**src/include/charge_pkg.sv**
```systemverilog
// Shared constants, carrier structs and state type for the charge sequencer
package charge_pkg;

   localparam int CLK_HZ        = 100_000_000;
   localparam int MS_CYCLES     = CLK_HZ / 1000;
   localparam int TERM_MS       = 4;
   localparam int TERM_CYCLES   = TERM_MS * MS_CYCLES;
   localparam int MS_PER_S      = 1000;
   localparam int PRE_TIMEOUT_H = 1;
   localparam int S_PER_H       = 3600;
   localparam int PRE_S         = PRE_TIMEOUT_H * S_PER_H;

   localparam logic [7:0] A_CHG  = 8'h00;
   localparam logic [7:0] A_LIM  = 8'h04;
   localparam logic [7:0] A_SYS  = 8'h08;
   localparam logic [7:0] A_STAT = 8'h0C;

   localparam int CC_LSB      = 0;
   localparam int CV_LSB      = 8;
   localparam int EOC_LSB     = 16;
   localparam int TERM_EN_BIT = 20;
   localparam int TMR_EN_BIT  = 21;
   localparam int FTMR_LSB    = 22;
   localparam int UVLO_LSB    = 0;
   localparam int TJ_LSB      = 4;
   localparam int VFL_DIS_BIT = 6;
   localparam int NTC_SEL_LSB = 8;
   localparam int NTC_ADJ_LSB = 12;
   localparam int RST_SEL_LSB = 0;

   localparam logic [31:0] CHG_RST  = 32'h0071_280F;
   localparam logic [31:0] LIM_RST  = 32'h0000_0034;
   localparam logic [31:0] SYS_RST  = 32'h0000_0005;
   localparam logic [31:0] CHG_MASK = 32'h00FF_3F3F;
   localparam logic [31:0] LIM_MASK = 32'h0000_FF7F;
   localparam logic [31:0] SYS_MASK = 32'h0000_0007;
   localparam logic [5:0]  PRE_DIV  = 6'h05;

   typedef enum logic [2:0] {PH_IDLE, PH_PRE, PH_FAST, PH_CV, PH_DONE, PH_TIMEOUT} phase_t;

   typedef struct packed {
      logic vin_ok;
      logic above_pre;
      logic at_cv;
      logic batt_ovp;
      logic below_rech;
      logic below_uvlo;
      logic below_eoc;
      logic input_current_cap;
      logic vin_floor;
      logic sys_droop;
      logic sys_below_batt;
      logic sys_eq_batt;
      logic junction_regulation_limit;
      logic tj_shut;
      logic tj_cooled;
      logic ntc_hot;
      logic ntc_cold;
      logic ntc_warm;
      logic ntc_cool;
   } sense_t;

   typedef struct packed {
      logic       input_sw_on;
      logic       input_regulate;
      logic       battery_sw_on;
      logic       battery_full_on;
      logic       ideal_diode;
      logic       charging;
      logic       charge_reduce;
      logic       charge_done;
      logic       timeout_fault;
      logic       ovp_fault;
      logic       ntc_fault;
      logic [5:0] current_code;
      logic [5:0] voltage_code;
      logic [3:0] eoc_code;
      logic [1:0] tj_sel;
      logic [2:0] ntc_sel;
      logic [2:0] uvlo_sel;
   } drive_t;

   typedef struct packed {
      phase_t      ph;
      sense_t      sn;
      logic        pin_n;
      logic [31:0] chg;
      logic [31:0] lim;
      logic [31:0] sys;
      logic        ack;
      logic [31:0] rdat;
      logic [16:0] ms_cnt;
      logic [9:0]  s_div;
      logic [16:0] chg_s;
      logic [18:0] term_cnt;
      logic [4:0]  rst_s;
      logic        rst_off;
      logic        tsd;
      logic        supp;
      logic        ovp;
      logic        ntc_bad;
      logic        timeout;
      drive_t      drv;
   } st_t;

   // Returns {hold seconds, off seconds}; unlisted codes fall back to 16/4
   function automatic logic [9:0] rst_times(input logic [2:0] sel);
      case (sel)
         3'h0:    rst_times = {5'h08, 5'h02};
         3'h1:    rst_times = {5'h08, 5'h04};
         3'h2:    rst_times = {5'h0C, 5'h02};
         3'h4:    rst_times = {5'h10, 5'h02};
         3'h6:    rst_times = {5'h14, 5'h02};
         default: rst_times = {5'h10, 5'h04};
      endcase
   endfunction

   // Fast-charge timer length in seconds: 3, 5, 12 or 24 hours
   function automatic logic [16:0] ftmr_secs(input logic [1:0] sel);
      case (sel)
         2'h0:    ftmr_secs = 17'h02A30;
         2'h1:    ftmr_secs = 17'h04650;
         2'h2:    ftmr_secs = 17'h0A8C0;
         default: ftmr_secs = 17'h15180;
      endcase
   endfunction

endpackage

```
**src/charge_control_sequencer.sv**
```systemverilog
// Charge phase sequencer, path switch control and Wishbone register slave
// Notes on behaviour
// - Long reset-pin low opens both path switches
// - Hold switches open, then close automatically
// - Either input limit regulates the input switch
// - System rail droop reduces charge current
// - Config bit disables input voltage floor limiting
// - Pre-charge at one fifth fast current
// - One-hour pre-charge timeout stops, flags fault
// - Above pre-charge threshold use programmed current
// - At full voltage move to voltage regulation
// - Terminate after 4 ms continuous low current
// - Termination threshold from four-bit field
// - Input limiting or thermal loop inhibits termination
// - Termination disabled never stops on low current
// - Recharge after done only with termination enabled
// - Over-voltage suspends charge until recharge level
// - Under-voltage stops battery discharge, then restores
// - Supplement mode when system falls below battery, no termination
// - Leave supplement at equal; no input, full on
// - Junction regulation limit reduces charge current
// - Thermal shutdown opens switches, releases when cooled
// - Thermistor out of range stops charging, flagged
// - Hot/cold stop; warm/cool reduce voltage, current
// - Cool/hot bounds selected by three-bit field
// - Reset timing field selects hold/off pair
// - Fast-charge safety timer starts on fast charge
module charge_control_sequencer #(
   parameter int MS_CYC   = charge_pkg::MS_CYCLES,
   parameter int TERM_CYC = charge_pkg::TERM_CYCLES,
   parameter int S_MS     = charge_pkg::MS_PER_S
) (
   input  wire logic                clock_i,
   input  wire logic                nrst_i,
   input  wire logic                reset_pin_n_i,
   input  wire charge_pkg::sense_t  sense_i,
   output charge_pkg::drive_t       drive_o,
   input  wire logic                wb_cyc_i,
   input  wire logic                wb_stb_i,
   input  wire logic                wb_we_i,
   input  wire logic [7:0]          wb_adr_i,
   input  wire logic [3:0]          wb_sel_i,
   input  wire logic [31:0]         wb_dat_i,
   output logic [31:0]              wb_dat_o,
   output logic                     wb_ack_o
);
   import charge_pkg::*;

   st_t         s;
   st_t         n;
   sense_t      f;
   logic        ms_tick;
   logic        s_tick;
   logic        in_chg;
   logic        chg_ok;
   logic        in_lim;
   logic        term_ok;
   logic        charging;
   logic        run;
   logic        bat_off;
   logic        zone;
   logic        req;
   logic [9:0]  rt;
   logic [16:0] ftmr;
   logic [5:0]  cc;
   logic [5:0]  cv;
   logic [3:0]  adj;
   logic [5:0]  base;
   logic [5:0]  vdrop;
   logic [31:0] stat;

   function automatic logic [31:0] merge(input logic [31:0] o,
                                         input logic [31:0] w,
                                         input logic [3:0]  sel,
                                         input logic [31:0] m);
      logic [31:0] r;
      r = o;
      for (int i = 0; i < 4; i++) begin
         if (sel[i]) begin
            r[8*i +: 8] = w[8*i +: 8];
         end
      end
      return (r & m) | (o & ~m);
   endfunction

   assign f       = s.sn;
   assign ms_tick = s.ms_cnt == 17'(MS_CYC - 1);
   assign s_tick  = ms_tick && (s.s_div == 10'(S_MS - 1));
   assign rt      = rst_times(s.sys[RST_SEL_LSB +: 3]);
   assign ftmr    = ftmr_secs(s.chg[FTMR_LSB +: 2]);
   assign in_chg  = (s.ph == PH_PRE) || (s.ph == PH_FAST) || (s.ph == PH_CV);
   assign chg_ok  = f.vin_ok & ~s.rst_off & ~s.tsd;
   assign in_lim  = f.input_current_cap | (f.vin_floor & ~s.lim[VFL_DIS_BIT]);
   // Supplement, input limiting and thermal loop all mask termination
   assign term_ok = s.chg[TERM_EN_BIT] & f.at_cv & ~s.supp & ~in_lim
                    & ~f.junction_regulation_limit;
   assign charging = in_chg & chg_ok & ~s.ovp & ~s.ntc_bad;
   // Safety timers pause while charging is suspended
   assign run     = s_tick & s.chg[TMR_EN_BIT] & charging;
   assign bat_off = s.rst_off | s.tsd | (f.below_uvlo & ~f.vin_ok)
                    | (f.vin_ok & ~s.supp & ((s.ph == PH_DONE)
                    | (s.ph == PH_TIMEOUT) | s.ntc_bad));
   assign zone    = f.ntc_warm | f.ntc_cool;
   assign cc      = s.chg[CC_LSB +: 6];
   assign cv      = s.chg[CV_LSB +: 6];
   assign adj     = s.lim[NTC_ADJ_LSB +: 4];
   assign base    = (s.ph == PH_PRE) ? cc / PRE_DIV : cc;
   assign vdrop   = {2'h0, adj[3:2], 2'h0};
   assign req     = wb_cyc_i & wb_stb_i;
   assign stat    = {21'h0, charging, s.rst_off, s.tsd, s.supp, s.ntc_bad,
                     s.ovp, s.timeout, s.ph == PH_DONE, 3'(s.ph)};

   always_comb begin
      n = s;
      n.sn = sense_i;
      n.pin_n = reset_pin_n_i;
      n.ms_cnt = ms_tick ? '0 : s.ms_cnt + 17'h1;
      if (ms_tick) begin
         n.s_div = s_tick ? '0 : s.s_div + 10'h1;
      end

      // Manual reset; one extra tick so the low time always exceeds the hold
      if (s.rst_off) begin
         if (s_tick) begin
            if (s.rst_s + 5'h01 >= rt[4:0]) begin
               n.rst_off = 1'b0;
               n.rst_s = '0;
            end else begin
               n.rst_s = s.rst_s + 5'h01;
            end
         end
      end else if (s.pin_n) begin
         n.rst_s = '0;
      end else if (s_tick) begin
         if (s.rst_s >= rt[9:5]) begin
            n.rst_off = 1'b1;
            n.rst_s = '0;
         end else begin
            n.rst_s = s.rst_s + 5'h01;
         end
      end

      // Set terms win over their clear terms
      n.tsd = f.tj_shut | (s.tsd & ~f.tj_cooled);
      n.supp = f.sys_below_batt | (s.supp & ~f.sys_eq_batt);
      n.ovp = f.batt_ovp | (s.ovp & ~f.below_rech);
      n.ntc_bad = in_chg & (f.ntc_hot | f.ntc_cold);
      n.term_cnt = '0;

      case (s.ph)
         PH_IDLE: begin
            if (chg_ok && !s.timeout) begin
               n.ph = f.above_pre ? PH_FAST : PH_PRE;
               n.chg_s = '0;
            end
         end
         PH_PRE: begin
            if (f.above_pre) begin
               n.ph = PH_FAST;
               n.chg_s = '0;
            end else if (run) begin
               if (s.chg_s >= 17'(PRE_S - 1)) begin
                  n.ph = PH_TIMEOUT;
                  n.timeout = 1'b1;
               end else begin
                  n.chg_s = s.chg_s + 17'h1;
               end
            end
         end
         PH_FAST, PH_CV: begin
            if (s.ph == PH_FAST && f.at_cv) begin
               n.ph = PH_CV;
            end
            if (s.ph == PH_CV && term_ok && f.below_eoc) begin
               if (s.term_cnt >= 19'(TERM_CYC - 1)) begin
                  n.ph = PH_DONE;
               end else begin
                  n.term_cnt = s.term_cnt + 19'h1;
               end
            end
            if (run) begin
               if (s.chg_s >= ftmr - 17'h1) begin
                  n.ph = PH_TIMEOUT;
                  n.timeout = 1'b1;
               end else begin
                  n.chg_s = s.chg_s + 17'h1;
               end
            end
         end
         PH_DONE: begin
            if (f.below_rech && f.vin_ok && s.chg[TERM_EN_BIT]) begin
               n.ph = f.above_pre ? PH_FAST : PH_PRE;
               n.chg_s = '0;
            end
         end
         PH_TIMEOUT: begin
         end
         default: begin
            n.ph = PH_IDLE;
         end
      endcase
      if (!chg_ok) begin
         n.ph = PH_IDLE;
      end
      // Only an input recycle clears a timeout
      if (!f.vin_ok) begin
         n.timeout = 1'b0;
      end

      n.drv.input_sw_on = chg_ok;
      n.drv.input_regulate = in_lim;
      n.drv.charge_reduce = f.sys_droop | f.junction_regulation_limit;
      n.drv.battery_sw_on = ~bat_off;
      n.drv.battery_full_on = ~bat_off & ~f.vin_ok;
      n.drv.ideal_diode = s.supp;
      n.drv.charging = charging;
      n.drv.charge_done = s.ph == PH_DONE;
      n.drv.timeout_fault = s.timeout;
      n.drv.ovp_fault = s.ovp;
      n.drv.ntc_fault = s.ntc_bad;
      n.drv.current_code = zone ? base >> adj[1:0] : base;
      n.drv.voltage_code = (zone && cv > vdrop) ? cv - vdrop : (zone ? '0 : cv);
      n.drv.eoc_code = s.chg[EOC_LSB +: 4];
      n.drv.tj_sel = s.lim[TJ_LSB +: 2];
      n.drv.ntc_sel = s.lim[NTC_SEL_LSB +: 3];
      n.drv.uvlo_sel = s.lim[UVLO_LSB +: 3];

      // Classic Wishbone: ack one cycle after the strobe, write on the ack edge
      n.ack = req & ~s.ack;
      if (req && !s.ack) begin
         case (wb_adr_i)
            A_CHG:   n.rdat = s.chg;
            A_LIM:   n.rdat = s.lim;
            A_SYS:   n.rdat = s.sys;
            A_STAT:  n.rdat = stat;
            default: n.rdat = '0;
         endcase
      end
      if (req && s.ack && wb_we_i) begin
         case (wb_adr_i)
            A_CHG:   n.chg = merge(s.chg, wb_dat_i, wb_sel_i, CHG_MASK);
            A_LIM:   n.lim = merge(s.lim, wb_dat_i, wb_sel_i, LIM_MASK);
            A_SYS:   n.sys = merge(s.sys, wb_dat_i, wb_sel_i, SYS_MASK);
            default: n.sys = s.sys;
         endcase
      end
   end

   always_ff @(posedge clock_i) begin
      if (!nrst_i) begin
         s <= '0;
         s.chg <= CHG_RST;
         s.lim <= LIM_RST;
         s.sys <= SYS_RST;
         s.pin_n <= 1'b1;
      end else begin
         s <= n;
      end
   end

   assign drive_o  = s.drv;
   assign wb_dat_o = s.rdat;
   assign wb_ack_o = s.ack;

endmodule

```
**config.mk**
```make
export PLATFORM = sky130hd
export DESIGN_NAME = charge_control_sequencer
export DESIGN_NICKNAME = d
export VERILOG_FILES = /design/src/include/charge_pkg.sv /design/src/charge_control_sequencer.sv
export SDC_FILE = /design/constraint.sdc
export NUM_CORES = 1
export LEC_CHECK = 0
export ABC_CLOCK_PERIOD_IN_PS = 3900
export BUFFER_PORTS_ARGS = -buffer_cell sky130_fd_sc_hd__buf_4
export CORE_MARGIN = 1
export CORE_UTILIZATION = 55
export CTS_CLUSTER_DIAMETER = 60
export DETAILED_ROUTE_END_ITERATION = 7
export PLACE_DENSITY = 0.83
export REMOVE_ABC_BUFFERS = 1
export SYNTH_ARGS = -nofsm -noshare
export SYNTH_HDL_FRONTEND = slang
export SYNTH_SLANG_ARGS = --single-unit
```
**constraint.sdc**
```tcl
create_clock -name clock_i -period 3.9 [get_ports clock_i]
set_input_delay 0.585 -clock clock_i [delete_from_list [all_inputs] [get_ports clock_i]]
set_output_delay 0.585 -clock clock_i [all_outputs]
set_load 0.02 [all_outputs]
```
After elaboration in Yosys (flattened, before gate mapping)
Index checks and enable logic that the tools add are counted.
- add/sub/neg operators: 7
- $mul: 0
- div/mod/pow operators: 1
- $lt $le $gt $ge: 6
- equality and inequality tests: 28
- shift operators: 1
- mux-type cells: 61
- bitwise operators: 55
- reductions and logical operators: 34
- operator list (operator ; count):
    $pmux 32 s4 ; 1
    $mux 17 ; 7
    $mux 6 ; 13
    $pmux 17 s4 ; 1
    $pmux 17 s3 ; 1
    $pmux 10 s5 ; 1
    $mux 8 ; 6
    $mux 3 ; 13
    $add 17x1->17 const B ; 2
    $or 16x32->32 ; 1
    $or 24x32->32 ; 1
    $or 3x32->32 ; 1
    $and 1x1->1 ; 22
    $mux 7 ; 3
    $add 19x1->19 const B ; 1
    $ge 19x19->1 const B ; 1
    $not 1->1 ; 18
    $eq 17x17->1 const B ; 1
    $ge 17x12->1 const B ; 1
    $ge 17x17->1 ; 1
    $sub 17x1->17 const B ; 1
    $eq 8x4->1 const B ; 2
    $mux 5 ; 3
    $pmux 3 s5 ; 1
    other kinds (37) ; 90
- register bits: 261
- latch bits: 0
- memory bits (writable): 0
- bits in read-only memories: 0
- word-level logic and storage cells: 247
- memories kept: 0

Depth between registers and ports, before layout
Gate-level depths: netlist of run 1.
- depth in word-level cells: 12
- depth in mapped cells: 12
- gate-level depth less buffers: 10

Least setup slack after synthesis of run 1
No wires, ideal clock.
- path kind: register to register
- from: register s[228] (netlist name)
- to: register s[65] (netlist name)
- setup time: 0.076 ns
- arrival time: 2.661 ns
- setup slack: 1.163 ns
- stages on the path, launching flop included: 12
- period minus slack after synthesis: 2.737 ns
- path through: dfxtp_1 inv_1 nand2_1 ha_1 and4_1 nand4_1 a211o_1 a211oi_1 buf_2 buf_1 o21ai_0 a21oi_1
- longest elaborated chain between the ends: 6
- elaborated cells on any way between the ends: 8
- those cells by class: 1 x add/sub; 1 x order compare; 3 x eq/ne; 1 x mux; 2 x reduce/logical
- RTL lines (element ; line ; RTL):
    from (decl) ; charge_control_sequencer.sv:49 ; st_t s;
    from (signal assigned) ; charge_control_sequencer.sv:257 ; s <= n;
    $eq 2x2->1 (tied with other cells) ; charge_pkg.sv:120 ; case (sel)
    $pmux 17 s3 * ; charge_pkg.sv:120 ;
    $sub 17x1->17 * ; charge_control_sequencer.sv:182 ; if (s.chg_s >= ftmr - 17'h1) begin
    $ge 17x17->1 * ; charge_control_sequencer.sv:182 ;
    $ne 2x2->1 (no line) * ; -- ;
    $reduce_and 7->1 (no line) * ; -- ;
Every way passes the cells marked *; elsewhere a longest branch is shown, timed or not.
A chain may end at the register's enable or synchronous reset.

Worst setup path after layout of run 1
- from: register s, in the netlist f[18]
- to: register s[72] (netlist name)
- longest elaborated chain between the ends: 8
- elaborated cells on any way between the ends: 14
- those cells by class: 4 x eq/ne; 6 x bitwise; 4 x reduce/logical
- RTL lines (element ; line ; RTL):
    $and 1x1->1 (2 in series) ; charge_control_sequencer.sv:92 ; assign chg_ok = f.vin_ok & ~s.rst_off & ~s.tsd;
    $and 1x1->1 (3 in series) ; charge_control_sequencer.sv:97 ; assign charging = in_chg & chg_ok & ~s.ovp & ~s.ntc_bad;
    $and 1x1->1 ; charge_control_sequencer.sv:99 ; assign run = s_tick & s.chg[TMR_EN_BIT] & charging;
    $ne 3x3->1 (no line) / $ne 2x2->1 (equally long branches) ; -- ;
    $reduce_and 7->1 (no line) * ; -- ;
Marked as above.

==> impl_summary.txt, run 1 <==
----------------------------------------------------
[Finish]
  Area growth from synthesis to layout ... 12.7%
  Filler instances ... 1,354
  # diodes ... 0
  Final cell count without fillers ... 1,348
  Final core utilization ... 63.7%
  Final layout net count ... 1,211
  Share of final-layout standard cells stronger than drive strength 1 ... 16.2%

[Pwr]
  Worst IR Drop VDD ... 0.000307 V
  Cell leakage power ... 4.11 nW
  Internal power ... 3.05 mW
  Areal power density over the cells ... 381 nW/um^2
  Proportion of power drawn by combinational gates ... 5.3%
  Portion of total power attributed to sequential cells ... 50.9%
  Overall power of the completed layout ... 4.03 mW
  Sw frac ... 24.2%
  Power dissipated by switching net loads ... 973 uW
  Portion of total power attributed to the clock network ... 43.8%

[Clock tree]
  Number of resized instances in the post-cts repair step ... 0
  TritonCTS clock tree ... done
  Num CTS Buffers ... 17
  TritonCTS sink count ... 196
  Maximum clock insertion buffer count ... 2
  Setup bufs post-CTS ... 0
  Max H-tree Level ... 4
  Cell chosen for the clock root ... sky130_fd_sc_hd__clkbuf_16
  Clock transition at the registers of the reported paths ... 0.07 ns
  Worst skew pair latency ... 0.43 ns
  Number of hold buffers added after CTS ... 0

[Critical path]
  Critical Path RT ... 4.26 ns
  Startpoint type of the worst setup path ... register
  Arrival @ worst endpoint ... 3.51 ns
  Type of destination of the critical path ... register
  Type of the setup path with the least slack ... reg -> reg
  Crit-path max FO ... 27

[Floorplan]
  Height of the chip ... 133 um
  I/O pin total ... 137
  Die span in x ... 133 um
  Std-Cell Core Area ... 16,600 um^2
  Die outline area ... 17,600 um^2
  Total number of placement rows ... 47
  Initial core utilization ... 56.5%

[Logic synthesis]
  Area of the mapped netlist ... 9370 um^2
  Flop and latch count out of synthesis ... 196
  Synth Flop Type ... sky130_fd_sc_hd__dfxtp_1
  Synthesized instance count ... 1,079
  Sequential cell area fraction in the yosys report ... 41.9%
  Proportion of synthesized flip-flops having asynchronous set or reset ... 0%
  Number of enable-type register cells in the synthesized netlist ... 0
  Number of warnings issued by yosys ... 0
  Distinct cells, synth ... 71
  Synth Area per Inst ... 8.69 um^2

[Route]
  Initial drt markers ... 664
  Vias after detailed routing ... 7,777
  Final routed wirelength across all metal layers ... 20,900 um
  Per-cell via count in the routed design ... 5.77
  Final antenna-violating net count ... 0
  Average routed wire per standard cell ... 15.5 um
  Total iterations of the first detailed-routing run ... 6
  DRC viols ... 0

[Timing]
  Final min period ... 3.15 ns
  Unrepaired setup endpoints after global routing ... no
  Final Cycle Share ... 80.7%
  Final Hold Viols ... 0
  Worst Tran Pin Value ... 0.914 ns
  Number of slew-limit violations in the final report ... 0
  Final count of negative-setup-slack endpoints ... 0
  Clock skew after layout ... 0.00923 ns
  Setup tns final ... 0 ns
  Fmax achieved ... 318 MHz
  Worst slew margin ... 39.0%

[Global route]
  Number of antenna violations at the first check in global routing ... 0
  Via count of the first global-routing pass ... 7,218
  Maximum number of pins on one net before global-route repair ... 42
  Gr ovfl total ... 0
  First-pass GRT wire length ... 34,700 um
  Aggregate global-route resource usage ... 24.2%

[Outcome]
  Result of the run ... finished, final reports clean

[Placement]
  Placed wire-length estimate after detailed placement ... 14,800 um
  Buffers added on ports ... 126
  Number of placed instances, taps included ... 1,316
  Final RePlAce weighted congestion ... 0.873

[Min path]
  Hold/Removal Path Class ... in -> reg

[Run]
  Max-cap violations ... 0

----------------------------------------------------
[cell usage in the layout (no fill, tap or decap), types with 4 or more instances in the layout]
cell / n
sky130_fd_sc_hd__a211o_1: 4
sky130_fd_sc_hd__a211oi_1: 7
sky130_fd_sc_hd__a21o_1: 4
sky130_fd_sc_hd__a21oi_1: 54
sky130_fd_sc_hd__a221oi_1: 4
sky130_fd_sc_hd__a22oi_1: 10
sky130_fd_sc_hd__a31oi_1: 10
sky130_fd_sc_hd__and2_1: 39
sky130_fd_sc_hd__and3_1: 25
sky130_fd_sc_hd__and4_1: 9
sky130_fd_sc_hd__buf_4: 136
sky130_fd_sc_hd__clkbuf_16: 17
sky130_fd_sc_hd__dfxtp_1: 196
sky130_fd_sc_hd__ha_1: 26
sky130_fd_sc_hd__inv_1: 32
sky130_fd_sc_hd__inv_8: 4
sky130_fd_sc_hd__mux2i_1: 45
sky130_fd_sc_hd__nand2_1: 85
sky130_fd_sc_hd__nand2b_1: 12
sky130_fd_sc_hd__nand3_1: 48
sky130_fd_sc_hd__nand4_1: 14
sky130_fd_sc_hd__nor2_1: 122
sky130_fd_sc_hd__nor2b_1: 11
sky130_fd_sc_hd__nor3_1: 19
sky130_fd_sc_hd__nor4_1: 6
sky130_fd_sc_hd__nor4b_1: 6
sky130_fd_sc_hd__nor4bb_1: 4
sky130_fd_sc_hd__o211ai_1: 11
sky130_fd_sc_hd__o21ai_0: 26
sky130_fd_sc_hd__o22ai_1: 6
sky130_fd_sc_hd__o31ai_1: 10
sky130_fd_sc_hd__or3_1: 12
sky130_fd_sc_hd__or4_1: 12
sky130_fd_sc_hd__xnor2_1: 16
sky130_fd_sc_hd__xor2_1: 23
[synth_stat cells (all sizes together), types with 16 or more instances]
| cell | n | area share [%] |
|---|---|---|
| clkbuf | 45 | 1.8 |
| ha | 26 | 3.5 |
| and3 | 26 | 1.8 |
| a21oi | 54 | 2.9 |
| mux2i | 45 | 4.8 |
| nand3 | 48 | 2.6 |
| dfxtp | 196 | 42 |
| xnor2 | 16 | 1.5 |
| buf | 74 | 5.8 |
| xor2 | 23 | 2.1 |
| o21ai | 28 | 1.5 |
| nor3 | 19 | 1.0 |
| and2 | 41 | 2.7 |
| nand2 | 85 | 3.4 |
| nor2 | 122 | 4.9 |
| inv | 33 | 1.3 |
[power by group through the flow]
stage	clock (mW)	sequential [mW]	combinational, mW
5_1_grt	1.87	2.05	0.231
3_5_place_dp	0	2.09	0.212
3_3_place_gp	0	2.09	0.209
4_1_cts	1.78	2.05	0.214
6_report	1.76	2.05	0.215
2_1_floorplan	0	2.11	0.0804
[metal layers]
metal	track usage, %	vias up	wire length [um]
met5	0	-	0
met4	8.81	0	406
met3	4.94	37	1410
met2	40.0	303	10000
met1	31.2	3639	9090
li1	-	3798	-
[critical path: stages (launching register included)]
cell	delay (ns)
sky130_fd_sc_hd__dfxtp_1	0.46
sky130_fd_sc_hd__or3b_1	0.43
sky130_fd_sc_hd__nor4b_1	0.47
sky130_fd_sc_hd__nand3_1	0.23
sky130_fd_sc_hd__a221o_1	0.68
sky130_fd_sc_hd__or4_1	0.62
sky130_fd_sc_hd__a21oi_1	0.18
[stage by stage]
step / hold WS (ns) / worst slack, ns / instance area [um^2]
after CTS: 0.321 / 0.757 / 10600
after global placement: 0.416 / 0.947 / 9960
final: 0.326 / 0.753 / 10600
after floorplan: 0.411 / 0.497 / 8660
after detailed placement: 0.436 / 0.824 / 9960
after global routing: 0.326 / 0.591 / 10600
[path summary, 6_finish.rpt]
path,startpoint,to,slack (ns),depth (start not counted)
hold reg to reg,f[8],n[30],0.45,2
setup / recovery,f[18],s[72],0.75,6
setup reg to reg,f[18],s[72],0.75,6
hold / removal,reset_pin_n_i,s[238],0.33,2
[cell families after synthesis]
family	synth area share, %
xor gates and xnor gates	3.64
muxes	5.41
AOI/OAI and AO/OA	12.2
adders and majority gates	3.68
and+or+nand+nor	24.3
DFF	41.9
buffers and inverters	8.96
[sequential cells by signal, summed over array words and instances (netlist names)]
name	cells
wb_dat_o	25
wb_ack_o	1
adj	4
s	84
cc	6
f	19
cv	6
n	16
drive_o	35
[area by class of cell]
class / count / area (um^2) / area share (%)
timing repair buffer: 136 / 1020 / 9.67
inverter: 33 / 124 / 1.17
clock inverter: 14 / 163 / 1.54
tap: 220 / 275 / 2.61
clock buffer: 18 / 439 / 4.16
sequential: 196 / 3920 / 37.2
multi-input combinational: 731 / 4620 / 43.7
Power figures use the tool's default switching activity.
==> run 2, diff against run 1 <==
--- a/config.mk
+++ b/config.mk
@@ -5,7 +5,7 @@
 export SDC_FILE = /design/constraint.sdc
 export NUM_CORES = 1
 export LEC_CHECK = 0
-export ABC_CLOCK_PERIOD_IN_PS = 3900
+export ABC_CLOCK_PERIOD_IN_PS = 3300
 export BUFFER_PORTS_ARGS = -buffer_cell sky130_fd_sc_hd__buf_4
 export CORE_MARGIN = 1
 export CORE_UTILIZATION = 55
==> constraint.sdc (replaced) <==
create_clock -name clock_i -period 3.3 [get_ports clock_i]
set_input_delay 0.495 -clock clock_i [delete_from_list [all_inputs] [get_ports clock_i]]
set_output_delay 0.495 -clock clock_i [all_outputs]
set_load 0.02 [all_outputs]
==> run 2 against run 1 <==
Effect of this change:
- register-to-register slack lost 0.44 ns
- die area is the same
- worst setup slack got worse by 0.44 ns
- flip-flop and latch count unchanged
- count of clock-buffer cells in the layout grew 1
- design area up 0.20%
- via count up 0.19%
- maximum frequency rose by 5.2%
- first-iteration DRC count down 20%
- global-route usage is 0.062 points lower
- combinational power is 20% higher
- final cell count is 0.37% higher
- highest routed layer unchanged
==> impl_summary.txt, run 2 (same netlist as run 1, synthesis figures left out) <==
----------------------------------------------------
[Critical path]
  Type of destination of the critical path ... register (unchanged)
  Reg2reg path depth ... 6 (unchanged)
  Type of the setup path with the least slack ... reg -> reg (unchanged)
  FF-to-FF End ... s[69] (was s[72])
  Critical Path RT ... 3.67 ns (was 4.26 ns)
  FF-to-FF setup slack ... 0.31 ns (was 0.75 ns)
  Crit-path max FO ... 27 (unchanged)
  Startpoint type of the worst setup path ... register (unchanged)
  Beginning of the worst register-to-register path ... s[69] (was f[18])
  Arrival @ worst endpoint ... 3.36 ns (was 3.51 ns)

[Clock tree]
  Max H-tree Level ... 4 (unchanged)
  Maximum clock insertion buffer count ... 2 (unchanged)
  Number of hold buffers added after CTS ... 0 (unchanged)
  Clock transition at the registers of the reported paths ... 0.07 ns (about the same)
  Num CTS Buffers ... 17 (unchanged)
  TritonCTS clock tree ... done (unchanged)
  Setup bufs post-CTS ... 0 (unchanged)
  Number of resized instances in the post-cts repair step ... 0 (unchanged)
  TritonCTS sink count ... 196 (unchanged)
  Cell chosen for the clock root ... sky130_fd_sc_hd__clkbuf_16 (unchanged)
  Worst skew pair latency ... 0.44 ns (was 0.43 ns)

[Outcome]
  Result of the run ... finished, final reports clean (unchanged)

[Timing]
  Number of slew-limit violations in the final report ... 0 (unchanged)
  Worst Tran Pin Value ... 0.915 ns (was 0.914 ns)
  Final Hold Viols ... 0 (unchanged)
  Fmax achieved ... 334 MHz (was 318 MHz)
  Final Cycle Share ... 90.6% (was 80.7%)
  Unrepaired setup endpoints after global routing ... no (unchanged)
  Final min period ... 2.99 ns (was 3.15 ns)
  Clock skew after layout ... 0.00609 ns (was 0.00923 ns)
  Final count of negative-setup-slack endpoints ... 0 (unchanged)
  Worst slew margin ... 38.8% (was 39.0%)

[Global route]
  Gr ovfl total ... 0 (unchanged)
  Met1 track utilization from global routing ... 30.5% (was 31.2%)
  Global routing met2 resource utilization ... 39.9% (was 40.0%)
  Global routing's busiest layer ... met2 (unchanged)
  Via count of the first global-routing pass ... 7,070 (was 7,218)
  First-pass GRT wire length ... 34,100 um (was 34,700 um)
  GR Util met3 ... 5.10% (was 4.94%)
  Number of antenna violations at the first check in global routing ... 0 (unchanged)
  Maximum number of pins on one net before global-route repair ... 45 (was 42)
  Aggregate global-route resource usage ... 24.2% (about the same)

[Route]
  Per-cell via count in the routed design ... 5.76 (was 5.77)
  Final routed wirelength across all metal layers ... 21,000 um (was 20,900 um)
  DRC viols ... 0 (unchanged)
  Final antenna-violating net count ... 0 (unchanged)
  Average routed wire per standard cell ... 15.5 um (about the same)
  Total iterations of the first detailed-routing run ... 6 (unchanged)
  Initial drt markers ... 531 (was 664)
  Vias after detailed routing ... 7,792 (was 7,777)

[Finish]
  Final core utilization ... 63.8% (was 63.7%)
  Most frequent standard cell in the layout excluding fill and tap cells ... sky130_fd_sc_hd__dfxtp_1 (unchanged)
  Most used cells in the layout excluding fill and tap cells ... 196 x sky130_fd_sc_hd__dfxtp_1, 141 x sky130_fd_sc_hd__buf_4, 122 x sky130_fd_sc_hd__nor2_1 (was 196 x sky130_fd_sc_hd__dfxtp_1, 136 x sky130_fd_sc_hd__buf_4, 122 x sky130_fd_sc_hd__nor2_1)
  Max FFs per register ... 84 (unchanged)
  Area growth from synthesis to layout ... 12.9% (was 12.7%)
  Final cell count without fillers ... 1,353 (was 1,348)
  # diodes ... 0 (unchanged)
  Top reg by flops ... s (unchanged)
  Final layout net count ... 1,216 (was 1,211)
  Share of final-layout standard cells stronger than drive strength 1 ... 16.5% (was 16.2%)

[Floorplan]
  I/O pin total ... 137 (unchanged)
  Initial core utilization ... 56.5% (unchanged)
  Total number of placement rows ... 47 (unchanged)
  Die outline area ... 17,600 um^2 (unchanged)
  Die span in x ... 133 um (unchanged)
  Height of the chip ... 133 um (unchanged)
  Std-Cell Core Area ... 16,600 um^2 (unchanged)

[Pwr]
  Areal power density over the cells ... 446 nW/um^2 (was 381 nW/um^2)
  Proportion of power drawn by combinational gates ... 5.4% (was 5.3%)
  Portion of total power attributed to sequential cells ... 51.2% (was 50.9%)
  Worst IR Drop VDD ... 0.000376 V (was 0.000307 V)
  Internal power ... 3.60 mW (was 3.05 mW)
  Power dissipated by switching net loads ... 1.13 mW (was 973 uW)
  Portion of total power attributed to the clock network ... 43.3% (was 43.8%)
  Sw frac ... 23.8% (was 24.2%)
  Cell leakage power ... 4.13 nW (was 4.11 nW)

[Min path]
  Hold/Removal Path Class ... in -> reg (unchanged)
  Launch point of the worst hold path ... reset_pin_n_i (unchanged)
  Destination of the worst hold path ... s[238] (unchanged)
  Hold Path Stages ... 2 (unchanged)

[Placement]
  Placed wire-length estimate after detailed placement ... 14,700 um (was 14,800 um)
  Number of placed instances, taps included ... 1,321 (was 1,316)
  Buffers added on ports ... 126 (unchanged)
  Final RePlAce weighted congestion ... 0.877 (was 0.873)

[Run]
  Max-cap violations ... 0 (unchanged)

----------------------------------------------------
-- run 2: cell types whose count changed in the layout (fill, tap and decap cells not counted) --
| cell | before | now |
|---|---|---|
| sky130_fd_sc_hd__clkinv_8 | 2 | 1 |
| sky130_fd_sc_hd__buf_4 | 136 | 141 |
| sky130_fd_sc_hd__clkinvlp_4 | 2 | 1 |
| sky130_fd_sc_hd__clkinv_4 | 1 | 4 |
| sky130_fd_sc_hd__inv_8 | 4 | 2 |
| sky130_fd_sc_hd__clkbuf_1 | 0 | 1 |
-- run 2: routing by layer --
metal  part of all wire, %  vias to the layer above  routed length [um]
met5                     0                        -                   0
met1                    44                     3684                9180
met3                   6.0                       42                1260
met4                   2.6                        0                 546
met2                    48                      262                9980
li1                      -                     3804                   -
-- run 2: cell type report --
type / instances / area [um^2]
clock buffer: 19 / 443
clock inverter: 13 / 143
fill: 1325 / 6000
inverter: 33 / 124
multi-input combinational: 731 / 4620
sequential: 196 / 3920
tap: 220 / 275
timing repair buffer: 141 / 1060
-- run 2: critical path, stage by stage (launching register included) --
cell                       delay [ns]
sky130_fd_sc_hd__dfxtp_1         0.35
sky130_fd_sc_hd__or4_1           0.55
sky130_fd_sc_hd__a211oi_1        0.29
sky130_fd_sc_hd__o21ai_0         0.21
sky130_fd_sc_hd__a221o_1         0.72
sky130_fd_sc_hd__or4_1           0.63
sky130_fd_sc_hd__a21oi_1         0.16
-- run 2: metrics by stage --
step / total power [mW] / instance area (um^2) / setup TNS, ns / setup WS, ns / hold WS [ns]
global placement: 2.72 / 10000 / 0 / 0.428 / 0.417
floorplan: 2.58 / 8660 / -0.998 / -0.103 / 0.411
finish: 4.72 / 10600 / 0 / 0.309 / 0.233
detailed placement: 2.73 / 10000 / 0 / 0.377 / 0.445
CTS: 4.75 / 10600 / 0 / 0.328 / 0.225
global route: 4.88 / 10600 / 0 / 0.133 / 0.234
-- run 2: worst max path at each step --
stage | from | to | slack, ns | cells past startpoint
2_1_floorplan | s[228] | s[80] | -0.10 | 9
3_3_place_gp | s[69] | s[71] | 0.43 | 6
3_5_place_dp | s[69] | s[69] | 0.38 | 6
4_1_cts | s[69] | s[69] | 0.33 | 6
5_1_grt | s[69] | s[69] | 0.13 | 6
6_report | s[69] | s[69] | 0.31 | 6
-- run 2: power by group through the flow --
stage	Clock (mW)	Combinational, mW	Sequential, mW
finish	2.05	0.257	2.42
CTS	2.07	0.256	2.42
global route	2.18	0.278	2.42
floorplan	0	0.0950	2.49
detailed placement	0	0.254	2.47
global placement	0	0.250	2.47
